$ cat config.mk
export PLATFORM = sky130hd
export DESIGN_NAME = dma_ctrl
export DESIGN_NICKNAME = d
export VERILOG_FILES = /design/src/core/dma_pkg.sv /design/src/core/dma_chan.sv /design/src/core/dma_ctrl.sv
export VERILOG_INCLUDE_DIRS = /design/src /design/src/core
export SDC_FILE = /design/constraint.sdc
export NUM_CORES = 2
export LEC_CHECK = 0
export ABC_AREA = 0
export BUFFER_PORTS_ARGS = -buffer_cell sky130_fd_sc_hd__buf_4
export CAP_MARGIN = 25
export CELL_PAD_IN_SITES_DETAIL_PLACEMENT = 1
export CELL_PAD_IN_SITES_GLOBAL_PLACEMENT = 2
export CORE_UTILIZATION = 33
export DETAILED_ROUTE_END_ITERATION = 10
export HOLD_SLACK_MARGIN = 0.15
export PLACE_DENSITY_LB_ADDON = 0.1
export SLEW_MARGIN = 20
export SYNTH_ARGS = -nofsm -noshare
export SYNTH_HDL_FRONTEND = slang
export SYNTH_SLANG_ARGS = --single-unit
export TNS_END_PERCENT = 50
$ cat constraint.sdc
create_clock -name i_clk -period 3.8 [get_ports i_clk]
set_input_delay 0.19 -clock i_clk [delete_from_list [all_inputs] [get_ports i_clk]]
set_output_delay 0.19 -clock i_clk [all_outputs]
set_load 0.005 [all_outputs]
$ cat src/core/dma_regs.svh
// Purpose: Register offsets, field positions and reset values of the DMA.
// Assumes: APB, 32-bit words, one aligned word per register.
// Notes:   Byte address = channel * 32 + register index * 4.
`ifndef DMA_REGS_SVH
`define DMA_REGS_SVH

// ****************************************
// Register indices inside one channel
// ****************************************
`define IDX_SRC_LO   3'h0
`define IDX_SRC_HI   3'h1
`define IDX_DST_LO   3'h2
`define IDX_DST_HI   3'h3
`define IDX_COUNT    3'h4
`define IDX_ADDRCTL  3'h5
`define IDX_CHCTL    3'h6
`define IDX_TRIGSEL  3'h7
`define CH_SHIFT     5
`define MAP_LIMIT    12'h080

// ****************************************
// Field positions
// ****************************************
`define CHCTL_EN     0
`define CHCTL_INIT   1
`define CHCTL_SWTRIG 2
`define CHCTL_TC     7
`define ADC_SIZE     14
`define ADC_SDIR_HI  7
`define ADC_SDIR_LO  6
`define ADC_DDIR_HI  5
`define ADC_DDIR_LO  4
`define TRIG_PEND    7
`define HI_ADDR_W    10
`define TRIG_FIELD_W 6

// ****************************************
// Reset values, directions, address regions
// ****************************************
`define RST_HALF     16'h0000
`define DIR_INC      2'h0
`define DIR_DEC      2'h1
`define REGION_RAM   2'h2
`define REGION_PERI  2'h3

`endif
$ cat src/core/dma_pkg.sv
// Purpose: Types shared by the DMA controller and its channels.
// Assumes: dma_regs.svh supplies the numbers.
// Notes:   Addresses are 26 bits wide.
package dma_pkg;
  typedef enum logic [1:0] {
    S_IDLE  = 2'b00,
    S_READ  = 2'b01,
    S_GAP   = 2'b10,
    S_WRITE = 2'b11
  } xfer_state_t;

  typedef struct packed {
    logic        valid;
    logic        write;
    logic        half;
    logic [25:0] addr;
    logic [15:0] wdata;
  } mem_req_t;

  typedef struct packed {
    logic        req;
    logic        half;
    logic [25:0] src;
    logic [25:0] dst;
  } chan_view_t;
endpackage

$ cat src/core/dma_chan.sv
// Purpose: One DMA channel: registers, trigger capture, counting.
// Assumes: Register access strobes are one-cycle pulses from the APB slave.
// Notes:   A done pulse in the same cycle as init beats the init.
`include "dma_regs.svh"
module dma_chan #(
  parameter int NUM_TRIG = 64
) (
  input  wire logic                  i_clk,
  input  wire logic                  i_rst_n,
  input  wire logic                  i_wr,
  input  wire logic                  i_rd,
  input  wire logic [2:0]            i_idx,
  input  wire logic [15:0]           i_wdata,
  input  wire logic [NUM_TRIG-1:0]   i_trig_vec,
  input  wire logic                  i_done,
  output dma_pkg::chan_view_t        o_view,
  output logic      [15:0]           o_rdata,
  output logic                       o_transfer_end_irq
);
  import dma_pkg::*;

  logic [15:0] src_lo, src_hi, dst_lo, dst_hi, init_cnt, cur_cnt, adc;
  logic [5:0]  trig_sel;
  logic        en, tc, pend, irq;
  logic [15:0] next_src_lo, next_src_hi, next_dst_lo, next_dst_hi;
  logic [15:0] next_init_cnt, next_cur_cnt, next_adc;
  logic [5:0]  next_trig_sel;
  logic        next_en, next_tc, next_pend, next_irq;
  logic        ctl_wr, sw_trig, hw_trig, do_init;
  logic [25:0] src, dst, step;

  assign src  = {src_hi[`HI_ADDR_W-1:0], src_lo};
  assign dst  = {dst_hi[`HI_ADDR_W-1:0], dst_lo};
  assign step = adc[`ADC_SIZE] ? 26'h0000002 : 26'h0000001;
  assign ctl_wr  = i_wr && (i_idx == `IDX_CHCTL);
  assign sw_trig = ctl_wr && i_wdata[`CHCTL_SWTRIG];
  assign hw_trig = (trig_sel != 6'h00) && i_trig_vec[trig_sel];
  assign do_init = ctl_wr && i_wdata[`CHCTL_INIT] && !i_done;

  function automatic logic [25:0] stepped(input logic [25:0] a,
                                          input logic [1:0]  dir,
                                          input logic [25:0] s);
    case (dir)
      `DIR_INC: stepped = a + s;
      `DIR_DEC: stepped = a - s;
      default:  stepped = a;
    endcase
  endfunction

  always_comb begin
    logic [25:0] ns, nd;
    ns = stepped(src, adc[`ADC_SDIR_HI:`ADC_SDIR_LO], step);
    nd = stepped(dst, adc[`ADC_DDIR_HI:`ADC_DDIR_LO], step);
    next_src_lo = src_lo;
    next_src_hi = src_hi;
    next_dst_lo = dst_lo;
    next_dst_hi = dst_hi;
    next_init_cnt = init_cnt;
    next_cur_cnt = cur_cnt;
    next_adc = adc;
    next_trig_sel = trig_sel;
    next_en = en;
    next_tc = tc;
    next_pend = pend;
    next_irq = 1'b0;
    if (i_wr) begin
      case (i_idx)
        `IDX_SRC_LO:  next_src_lo = i_wdata;
        `IDX_SRC_HI:  next_src_hi = {6'h00, i_wdata[`HI_ADDR_W-1:0]};
        `IDX_DST_LO:  next_dst_lo = i_wdata;
        `IDX_DST_HI:  next_dst_hi = {6'h00, i_wdata[`HI_ADDR_W-1:0]};
        `IDX_COUNT: begin
          next_init_cnt = i_wdata;
          next_cur_cnt = i_wdata;
        end
        `IDX_ADDRCTL: next_adc = i_wdata & 16'h40F0;
        `IDX_CHCTL:   next_en = i_wdata[`CHCTL_EN];
        `IDX_TRIGSEL: next_trig_sel = i_wdata[`TRIG_FIELD_W-1:0];
        default: ;
      endcase
    end
    if (i_rd && i_idx == `IDX_CHCTL)
      next_tc = 1'b0;
    // Requests while one is pending are dropped
    if ((sw_trig || hw_trig) && en && !tc && !pend)
      next_pend = 1'b1;
    if (i_done) begin
      next_pend = 1'b0;
      {next_src_hi[`HI_ADDR_W-1:0], next_src_lo} = ns;
      {next_dst_hi[`HI_ADDR_W-1:0], next_dst_lo} = nd;
      if (cur_cnt == 16'h0000) begin
        next_en = 1'b0;
        next_tc = 1'b1;
        next_irq = 1'b1;
        next_cur_cnt = init_cnt;
      end else begin
        next_cur_cnt = cur_cnt - 16'h0001;
      end
    end
    if (do_init) begin
      next_en = 1'b0;
      next_tc = 1'b0;
      next_pend = 1'b0;
      next_cur_cnt = init_cnt;
    end
  end

  always_ff @(posedge i_clk) begin
    if (!i_rst_n) begin
      src_lo <= `RST_HALF;
      src_hi <= `RST_HALF;
      dst_lo <= `RST_HALF;
      dst_hi <= `RST_HALF;
      init_cnt <= `RST_HALF;
      cur_cnt <= `RST_HALF;
      adc <= `RST_HALF;
      trig_sel <= 6'h00;
      en <= 1'b0;
      tc <= 1'b0;
      pend <= 1'b0;
      irq <= 1'b0;
    end else begin
      src_lo <= next_src_lo;
      src_hi <= next_src_hi;
      dst_lo <= next_dst_lo;
      dst_hi <= next_dst_hi;
      init_cnt <= next_init_cnt;
      cur_cnt <= next_cur_cnt;
      adc <= next_adc;
      trig_sel <= next_trig_sel;
      en <= next_en;
      tc <= next_tc;
      pend <= next_pend;
      irq <= next_irq;
    end
  end

  assign o_view = '{req: en && pend, half: adc[`ADC_SIZE],
                    src: src, dst: dst};
  assign o_transfer_end_irq = irq;

  always_comb begin
    case (i_idx)
      `IDX_SRC_LO:  o_rdata = src_lo;
      `IDX_SRC_HI:  o_rdata = src_hi;
      `IDX_DST_LO:  o_rdata = dst_lo;
      `IDX_DST_HI:  o_rdata = dst_hi;
      `IDX_COUNT:   o_rdata = cur_cnt;
      `IDX_ADDRCTL: o_rdata = adc;
      `IDX_CHCTL:   o_rdata = {8'h00, tc, 6'h00, en};
      default:      o_rdata = {8'h00, pend, 1'b0, trig_sel};
    endcase
  end
endmodule // dma_chan

$ cat src/core/dma_ctrl.sv
// Purpose: Four-channel DMA controller with APB registers.
// Assumes: Memory bus answers with i_mem_ready; CPU honours hold outputs.
// Notes:   Address bits 25:24 select the region: RAM, peripheral, external.
`include "dma_regs.svh"
module dma_ctrl #(
  parameter int NUM_CH   = 4,
  parameter int NUM_TRIG = 64
) (
  input  wire logic                 i_clk,
  input  wire logic                 i_rst_n,
  input  wire logic                 i_psel,
  input  wire logic                 i_penable,
  input  wire logic                 i_pwrite,
  input  wire logic [11:0]          i_paddr,
  input  wire logic [31:0]          i_pwdata,
  output logic                      o_pready,
  output logic      [31:0]          o_prdata,
  output logic                      o_pslverr,
  input  wire logic [NUM_TRIG-1:0]  i_trig_req,
  output dma_pkg::mem_req_t         o_mem,
  input  wire logic                 i_mem_ready,
  input  wire logic [15:0]          i_mem_rdata,
  output logic      [2:0]           o_cpu_hold,
  output logic      [NUM_CH-1:0]    o_transfer_end_irq
);
  import dma_pkg::*;

  // ****************************************
  // APB slave
  // ****************************************
  logic                    pready, pslverr, next_pready, next_pslverr;
  logic [31:0]             prdata, next_prdata;
  logic                    access, unmapped, reg_wr, reg_rd;
  logic [1:0]              sel_ch;
  logic [2:0]              sel_idx;
  logic [NUM_CH-1:0][15:0] ch_rdata;

  assign access   = i_psel && i_penable;
  assign unmapped = i_paddr >= `MAP_LIMIT;
  assign sel_ch   = i_paddr[`CH_SHIFT+1:`CH_SHIFT];
  assign sel_idx  = i_paddr[4:2];
  // Side effects only at the completing edge
  assign reg_wr   = access && pready && i_pwrite && !unmapped;
  assign reg_rd   = access && pready && !i_pwrite && !unmapped;

  always_comb begin
    next_pready  = access && !pready;
    next_pslverr = access && !pready && unmapped;
    next_prdata  = prdata;
    if (access && !pready)
      next_prdata = (unmapped || i_pwrite) ? 32'h00000000
                                           : {16'h0000, ch_rdata[sel_ch]};
  end

  always_ff @(posedge i_clk) begin
    if (!i_rst_n) begin
      pready  <= 1'b0;
      pslverr <= 1'b0;
      prdata  <= 32'h00000000;
    end else begin
      pready  <= next_pready;
      pslverr <= next_pslverr;
      prdata  <= next_prdata;
    end
  end

  assign o_pready  = pready;
  assign o_pslverr = pslverr;
  assign o_prdata  = prdata;

  // ****************************************
  // Channels
  // ****************************************
  chan_view_t [NUM_CH-1:0] view;
  logic       [NUM_CH-1:0] done_vec;

  for (genvar c = 0; c < NUM_CH; c++) begin : g_ch
    dma_chan #(.NUM_TRIG(NUM_TRIG)) u_chan (
      .i_clk              (i_clk),
      .i_rst_n            (i_rst_n),
      .i_wr               (reg_wr && sel_ch == 2'(c)),
      .i_rd               (reg_rd && sel_ch == 2'(c)),
      .i_idx              (sel_idx),
      .i_wdata            (i_pwdata[15:0]),
      .i_trig_vec         (i_trig_req),
      .i_done             (done_vec[c]),
      .o_view             (view[c]),
      .o_rdata            (ch_rdata[c]),
      .o_transfer_end_irq (o_transfer_end_irq[c])
    );
  end

  // ****************************************
  // Arbitration and transfer sequencer
  // ****************************************
  xfer_state_t state, next_state;
  logic [1:0]  act, next_act, win;
  logic        any_req;
  logic [15:0] buf_data, next_buf;
  mem_req_t    mem, next_mem;
  logic [2:0]  hold, next_hold;
  logic        fin;

  always_comb begin
    win = 2'h0;
    any_req = 1'b0;
    for (int c = NUM_CH - 1; c >= 0; c--) begin
      if (view[c].req) begin
        win = c[1:0];
        any_req = 1'b1;
      end
    end
  end

  function automatic logic [2:0] region(input logic [25:0] a);
    case (a[25:24])
      `REGION_RAM:  region = 3'b001;
      `REGION_PERI: region = 3'b010;
      default:      region = 3'b100;
    endcase
  endfunction

  function automatic logic [25:0] aligned(input logic [25:0] a,
                                          input logic        half);
    aligned = half ? {a[25:1], 1'b0} : a;
  endfunction

  assign fin = (state == S_WRITE) && i_mem_ready;

  always_comb begin
    next_state = state;
    next_act   = act;
    next_buf   = buf_data;
    next_mem   = mem;
    next_hold  = hold;
    done_vec   = '0;
    case (state)
      S_IDLE: begin
        // Priority is taken afresh before every transfer, not before its write cycle
        if (any_req) begin
          next_act   = win;
          next_state = S_READ;
          next_mem   = '{valid: 1'b1, write: 1'b0, half: view[win].half,
                         addr: aligned(view[win].src, view[win].half),
                         wdata: 16'h0000};
          next_hold  = region(view[win].src) | region(view[win].dst);
        end
      end
      S_READ: begin
        if (i_mem_ready) begin
          next_buf   = i_mem_rdata;
          next_mem   = '0;
          next_state = S_GAP;
        end
      end
      S_GAP: begin
        next_state = S_WRITE;
        next_mem   = '{valid: 1'b1, write: 1'b1, half: view[act].half,
                       addr: aligned(view[act].dst, view[act].half),
                       wdata: buf_data};
      end
      S_WRITE: begin
        if (i_mem_ready) begin
          done_vec[act] = 1'b1;
          next_mem   = '0;
          next_hold  = 3'b000;
          next_state = S_IDLE;
        end
      end
      default: next_state = S_IDLE;
    endcase
  end

  always_ff @(posedge i_clk) begin
    if (!i_rst_n) begin
      state    <= S_IDLE;
      act      <= 2'h0;
      buf_data <= 16'h0000;
      mem      <= '0;
      hold     <= 3'b000;
    end else begin
      state    <= next_state;
      act      <= next_act;
      buf_data <= next_buf;
      mem      <= next_mem;
      hold     <= next_hold;
    end
  end

  assign o_mem = mem;
  // Only regions touched by this transfer are held from the CPU
  assign o_cpu_hold = hold;

  // ****************************************
  // Checks
  // ****************************************
  logic act_region_free;
  assign act_region_free = view[act].src[25:24] != `REGION_RAM &&
                           view[act].dst[25:24] != `REGION_RAM &&
                           state == S_READ;
endmodule // dma_ctrl

Word-level counts from Yosys, hierarchy flattened. Cells that the tools add are included.

Flip-flop bits (word level): 498. Output and inout bits: 86. Bits in latches: 0. Memories: 0. ROM bits: 0. Bits of input ports: 130. Memory bits (writable): 0.

Multipliers: 0. Shifts and indexed selects: 0. Add/sub/neg operators: 20. Div/mod/pow operators: 0. Magnitude comparators: 9. Multiplexer cells: 146. Bitwise operators: 2. Eq/ne operators: 37. Reductions and logical operators: 175.

Operators by type and width (count): 16-bit 2-to-1 mux (37); 16-bit one-hot mux with 7 select lines (4); 26-bit one-hot mux with 2 select lines (8); 54-bit binary-select mux with 2-bit select (2); 26-bit adder (8); 26-bit subtractor (8); 10-bit 2-to-1 mux (18); 45-bit one-hot mux with 3 select lines (1); 53-bit 2-to-1 mux (2); 45-bit 2-to-1 mux (2); 16-bit logical NOT (4); 16-bit by 1-bit subtractor with 16-bit output (second input constant) (4); 1-bit logical AND (57); 3-bit AND reduction (18); 2-bit AND reduction (23); 1-bit 2-to-1 mux (43); 2-bit nonzero test (21); 16-bit binary-select mux with 2-bit select (1); 6-bit by 7-bit less-than comparator with 1-bit output (second input constant) (4); 1-bit binary-select mux with 6-bit select (4); 3-bit by 1-bit inequality test with 1-bit output (second input constant) (8); 3-bit nonzero test (8); 6-bit nonzero test (4); 2-bit 2-to-1 mux (11); 23 further kinds (89).

Longest topological paths before layout.
Word-level depth: 14. Depth in mapped cells: 14.

Modules after synthesis. A second synthesis with hierarchy kept.

Cell total of the unflattened synthesis: 5153. Area, all modules: 38812.2 µm².

By module, submodules not included: dma_chan at g_ch[1].u_chan (times used 1, area each 8499.4 µm², sequential area each 1981.9 µm², cells an instance 1155); dma_chan at g_ch[3].u_chan (times used 1, area each 8344.3 µm², sequential area each 1981.9 µm², cells an instance 1158); dma_chan at g_ch[0].u_chan (times used 1, area each 8289.2 µm², sequential area each 1981.9 µm², cells an instance 1109); dma_chan at g_ch[2].u_chan (times used 1, area each 8200.4 µm², sequential area each 1981.9 µm², cells an instance 1107); dma_ctrl (times used 1, area each 5479.0 µm², sequential area each 1721.7 µm², cells an instance 624).

Least setup slack after synthesis. OpenSTA, ideal clock, no wires.

Kind: register to register. From: reg g_ch[2].u_chan.adc[7]. To: reg g_ch[2].u_chan.src_hi[8]. Library setup time: 0.139 ns. Cell stages (with the launch flop): 14. Path buffers: 3. Clock period less this slack: 3.613 ns. Path slack: 0.187 ns. Arrival: 3.474 ns. Cell sequence: dfxtp_1 -> buf_2 -> nor2b_1 -> clkbuf_1 -> clkbuf_1 -> nand2_1 -> fa_1 -> nand3b_1 -> nor4b_1 -> nand4_1 -> nand2_1 -> a41oi_1 -> a2111oi_0 -> o32ai_1.

Cells in the longest elaborated chain, start to end: 3. Elaborated cells between the ends (all ways): 6. Those cells by class: eq/ne (2); mux (2); reduce/logical (2).

RTL lines: from (decl) (line dma_chan.sv:22) `logic [15:0] src_lo, src_hi, dst_lo, dst_hi, init_cnt, cur_cnt, adc;`; from (signal assigned) (line dma_chan.sv:116) `` adc <= `RST_HALF; ``; from (signal assigned) (line dma_chan.sv:129) `adc <= next_adc;`; 2-bit by 1-bit == test with 1-bit output or 2-bit logical NOT (tied branches) (line dma_chan.sv:43) `case (dir)`; 3-bit by 1-bit inequality test with 1-bit output (no source line) or 26-bit one-hot mux with 2 select lines (tied branches); 3-bit AND reduction (no source line) or 10-bit 2-to-1 mux (tied branches); to (signal assigned) (line dma_chan.sv:111) `` src_hi <= `RST_HALF; ``; to (signal assigned) (line dma_chan.sv:124) `src_hi <= next_src_hi;`; to (decl) (line dma_chan.sv:22).

Parallel ways exist; a longest one is shown, timed or not. A chain may end at the register's enable or synchronous reset.

Worst setup path after layout.
From: reg g_ch[0].u_chan.adc[14]. To: reg g_ch[0].u_chan.dst_hi[3].

Cells in the longest elaborated chain, start to end: 4. Elaborated cells between the ends (all ways): 5. Those cells by class: add/sub (2); mux (3).

RTL lines: from (decl) (line dma_chan.sv:22); from (signal assigned) (line dma_chan.sv:116); from (signal assigned) (line dma_chan.sv:129); 2-bit 2-to-1 mux (*) (line dma_chan.sv:34) `` assign step = adc[`ADC_SIZE] ? 26'h0000002 : 26'h0000001; ``; 26-bit subtractor or 26-bit adder (tied branches) (line dma_chan.sv:45, dma_chan.sv:44); 26-bit one-hot mux with 2 select lines (*) (line dma_chan.sv:43); 10-bit 2-to-1 mux (*) (line dma_chan.sv:87) `if (i_done) begin`; to (signal assigned) (line dma_chan.sv:113) `` dst_hi <= `RST_HALF; ``; to (signal assigned) (line dma_chan.sv:126) `dst_hi <= next_dst_hi;`; to (decl) (line dma_chan.sv:22).

Mark *: on every way between the ends. The rest lies on a longest branch, timed or not.

==> metrics.md <==
| Metric | Value |
|---|---|
| Status | finished with violations |
| Failing checks | design-rule violations |
| RSZ-0062 raised after global routing | no |
| Worst-path clk slew | 0.06 ns |
| Crit. End Element | flip-flop |
| Cells after Synth | 5132 |
| Design Power | 14.1 mW |
| Critical path class | reg -> reg |
| Average vias per placed instance | 6.60 |
| Clk sink count | 482 |
| Fmax | 284 MHz |
| Gpl congestion | 1.02 |
| Shortest period the worst path allows | 3.52 ns |
| Final Setup Violations | 0 |
| Final Instance Area | 44100 um2 |
| Sequential area share after synthesis | 0.252 |
| Pre-CTS WS | 0.397 ns |
| I/O pins | 216 |
| Dpl cells | 6546 |
| FP Rows | 124 |
| GRT Resource Usage Total | 0.363 |
| Hold_ws | 0.264 ns |
| Core box area | 115000 um2 |
| Most common cell after layout, fill and taps aside | nand2_1 |
| Most frequent cells in the layout | 658 x nand2_1, 481 x dfxtp_1, 465 x nor2_1 |
| Max Cap Viol | 0 |
| IO buf count | 181 |
| Final worst setup slack | 0.279 ns |
| Clk_skew | 0.0244 ns |
| Internal power | 9.91 mW |
| Clock power share | 0.485 |
| Switching pwr | 4.15 mW |
| Finished Layout Cells | 6712 |
| Worst slew margin | 0.243 |
| EDFF count, synth | 0 |
| Area Growth Syn to Fin | 15.3% |
| Global route overflow | 0 |
| Vias in the first global route | 42220 |
| Fin nets | 5308 |
| Prevailing post-synth register cell | dfxtp_1 |
| Yosys reg bits | 482 |
| H-tree depth | 3 |
| Die Width | 342 um |
| First-pass GRT wire length | 312000 um |
| Final WL | 219000 um |
| Sw Share | 0.295 |
| Avg WL per Cell | 32.7 um |
| Synth area leaders | dfxtp_1 25%, mux4_2 7.6%, nand2_1 6.5% |
| Flop pwr share | 0.375 |
| Syn Area/Cell | 7.45 um2 |
| Starting Density | 0.333 |
| Pin count of the biggest net entering global routing | 100 |
| Synth async-reset ratio | 0 |
| Leak | 15.7 nW |
| Die Footprint | 117000 um2 |
| Hold WC Path Type | in -> reg |
| Critical Path RT | 4.35 ns |
| Crit-path cells | inv_1 -> nand2_1 -> inv_1 -> ha_1 -> nor2b_1 -> nor2_1 -> o41ai_1 -> buf_4 -> and4_1 -> a31oi_1 -> o311a_1 -> o31a_1 |
| Total number of vias | 44313 |
| Top delay family on crit path | compound AO/OA/AOI/OAI gates |
| Cell Area, Placed | 41400 um2 |
| Power Density | 319 nW/um2 |
| Worst skew pair latency | 0.67 ns |
| Sum Neg Setup Slack | 0 ns |
| Distinct cells, synth | 108 |
| Post-synth top area share | 0.252 |
| CP dominant cell by count | inv_1 |
| CTS Root Cell | clkbuf_16 |
| Comb pwr share | 0.140 |
| Slowest stage delay, CP | 0.57 ns |
| CTS Buf Count | 69 |
| Fin. max-slew vios | 0 |
| FF-to-FF setup slack | 0.28 ns |
| Post-Syn Area | 38200 um2 |
| Fin. Hold Viols | 0 |
| Antenna Violating Nets Remaining | 0 |
| Crit share post-route | 0.927 |
| Core Util, Final | 0.385 |
| Layout cells sized above 1 | 0.153 |
| Worst setup SP type | flip-flop |
| Peak supply drop | 310 uV |
| Max Buffers Root-to-Sink | 3 |
| Initial antenna violation count | 26 |
| CTS tree | done |
| Slew @ Worst Pin | 1.13 ns |
| DRT Pass-1 Iters | 9 |
| Initial DRC count | 5066 |
| Number of setup buffers added after CTS | 0 |
| DRC viols | 27 |
| Crit path DAT | 4.07 ns |
| Chip Height | 342 um |
| Detailed Place HPWL | 161000 um |
| CP max FO | 6 |
| Syn. warnings | 0 |
| Yosys top cell by area | dfxtp_1 |
| Crit path max-delay cell type | dfxtp_1 |
| Buf/Inv on CP | 3 |
[state kept, by name, indices dropped and copies added, names as in the netlist, 16 cells and up]
name,cells
g_ch.u_chan.src_lo,64
o_mem,45
g_ch.u_chan.init_cnt,64
buf_data,16
o_prdata,16
g_ch.u_chan.dst_hi,40
g_ch.u_chan.adc,20
g_ch.u_chan.cur_cnt,64
g_ch.u_chan.src_hi,40
g_ch.u_chan.dst_lo,64
g_ch.u_chan.trig_sel,24
[synthesized netlist by cell type (20+ instances only)]
| master | number |
|---|---|
| a211oi_1 | 36 |
| a21o_1 | 50 |
| a21oi_1 | 436 |
| a221oi_1 | 79 |
| a22oi_1 | 127 |
| a31oi_1 | 85 |
| and2_1 | 45 |
| and3_1 | 54 |
| and4_1 | 21 |
| buf_1 | 44 |
| buf_2 | 27 |
| buf_4 | 25 |
| clkbuf_1 | 444 |
| dfxtp_1 | 482 |
| ha_1 | 29 |
| inv_1 | 85 |
| mux2_2 | 33 |
| mux2i_1 | 135 |
| mux4_2 | 129 |
| nand2_1 | 658 |
| nand2b_1 | 38 |
| nand3_1 | 171 |
| nand3b_1 | 21 |
| nand4_1 | 72 |
| nor2_1 | 465 |
| nor2b_1 | 31 |
| nor3_1 | 181 |
| nor3b_1 | 25 |
| nor4_1 | 109 |
| nor4b_1 | 23 |
| o211ai_1 | 41 |
| o21a_1 | 20 |
| o21ai_0 | 252 |
| o22ai_1 | 36 |
| o31ai_1 | 77 |
| or2_2 | 23 |
| or3_1 | 67 |
| or4_1 | 54 |
| xnor2_1 | 52 |
| xor2_1 | 24 |
[layer usage]
metal,global-route usage,wire (um),vias to the layer above
li1,-,-,19197
met1,0.482,92600,22306
met2,0.537,92600,2205
met3,0.101,21500,583
met4,0.182,12300,22
met5,0,208,-
[final timing paths]
path	from	to	depth (start not counted)
hold / removal	i_paddr[7]	o_pslverr	6
setup / recovery	g_ch[0].u_chan.adc[14]	g_ch[0].u_chan.dst_hi[3]	12
setup reg to reg	g_ch[0].u_chan.adc[14]	g_ch[0].u_chan.dst_hi[3]	12
hold reg to reg	o_mem[15]	o_mem[15]	2
[what timing repair did]
item | in CTS | in global routing
hold buffers | 36 | 0
resized for setup | 0 | 0
hold endpoints to repair | 143 | 0
[power groups by stage]
stage / Clock (mW) / Sequential [mW] / Combinational (mW)
final: 6.82 / 5.27 / 1.96
after global routing: 7.13 / 5.28 / 2.04
after CTS: 6.93 / 5.28 / 1.91
after detailed placement: 0 / 5.39 / 1.88
after global placement: 0 / 5.38 / 1.86
after floorplan: 0 / 5.36 / 0.831
[final cells by class]
class	count	area, um2
fill	13913	70600
multi-input combinational	4029	26200
sequential	482	9650
timing repair buffer	474	3740
clock buffer	104	2030
tap	1512	1890
inverter	85	327
clock inverter	19	287
antenna	7	17.5
[kinds of logic (layout without fill, tap and decap cells)]
group	count (synthesis)	count (layout)	share of synthesized area
compound gates	1483	1483	0.254
xor+xnor	76	76	0.0174
fa+ha+maj	37	37	0.0137
buf+inv	636	682	0.0683
flops	482	482	0.252
mux	299	299	0.122
other cells	1	23	0.0000981
simple gates	2118	2118	0.272
[worst reg2reg max path, stage by stage, from the launching register on]
cell,delay (ns)
dfxtp_1,0.57
inv_1,0.18
nand2_1,0.15
inv_1,0.06
ha_1,0.26
nor2b_1,0.37
nor2_1,0.16
o41ai_1,0.44
buf_4,0.19
and4_1,0.21
a31oi_1,0.13
o311a_1,0.39
o31a_1,0.30
Power figures use the tool's default switching activity.
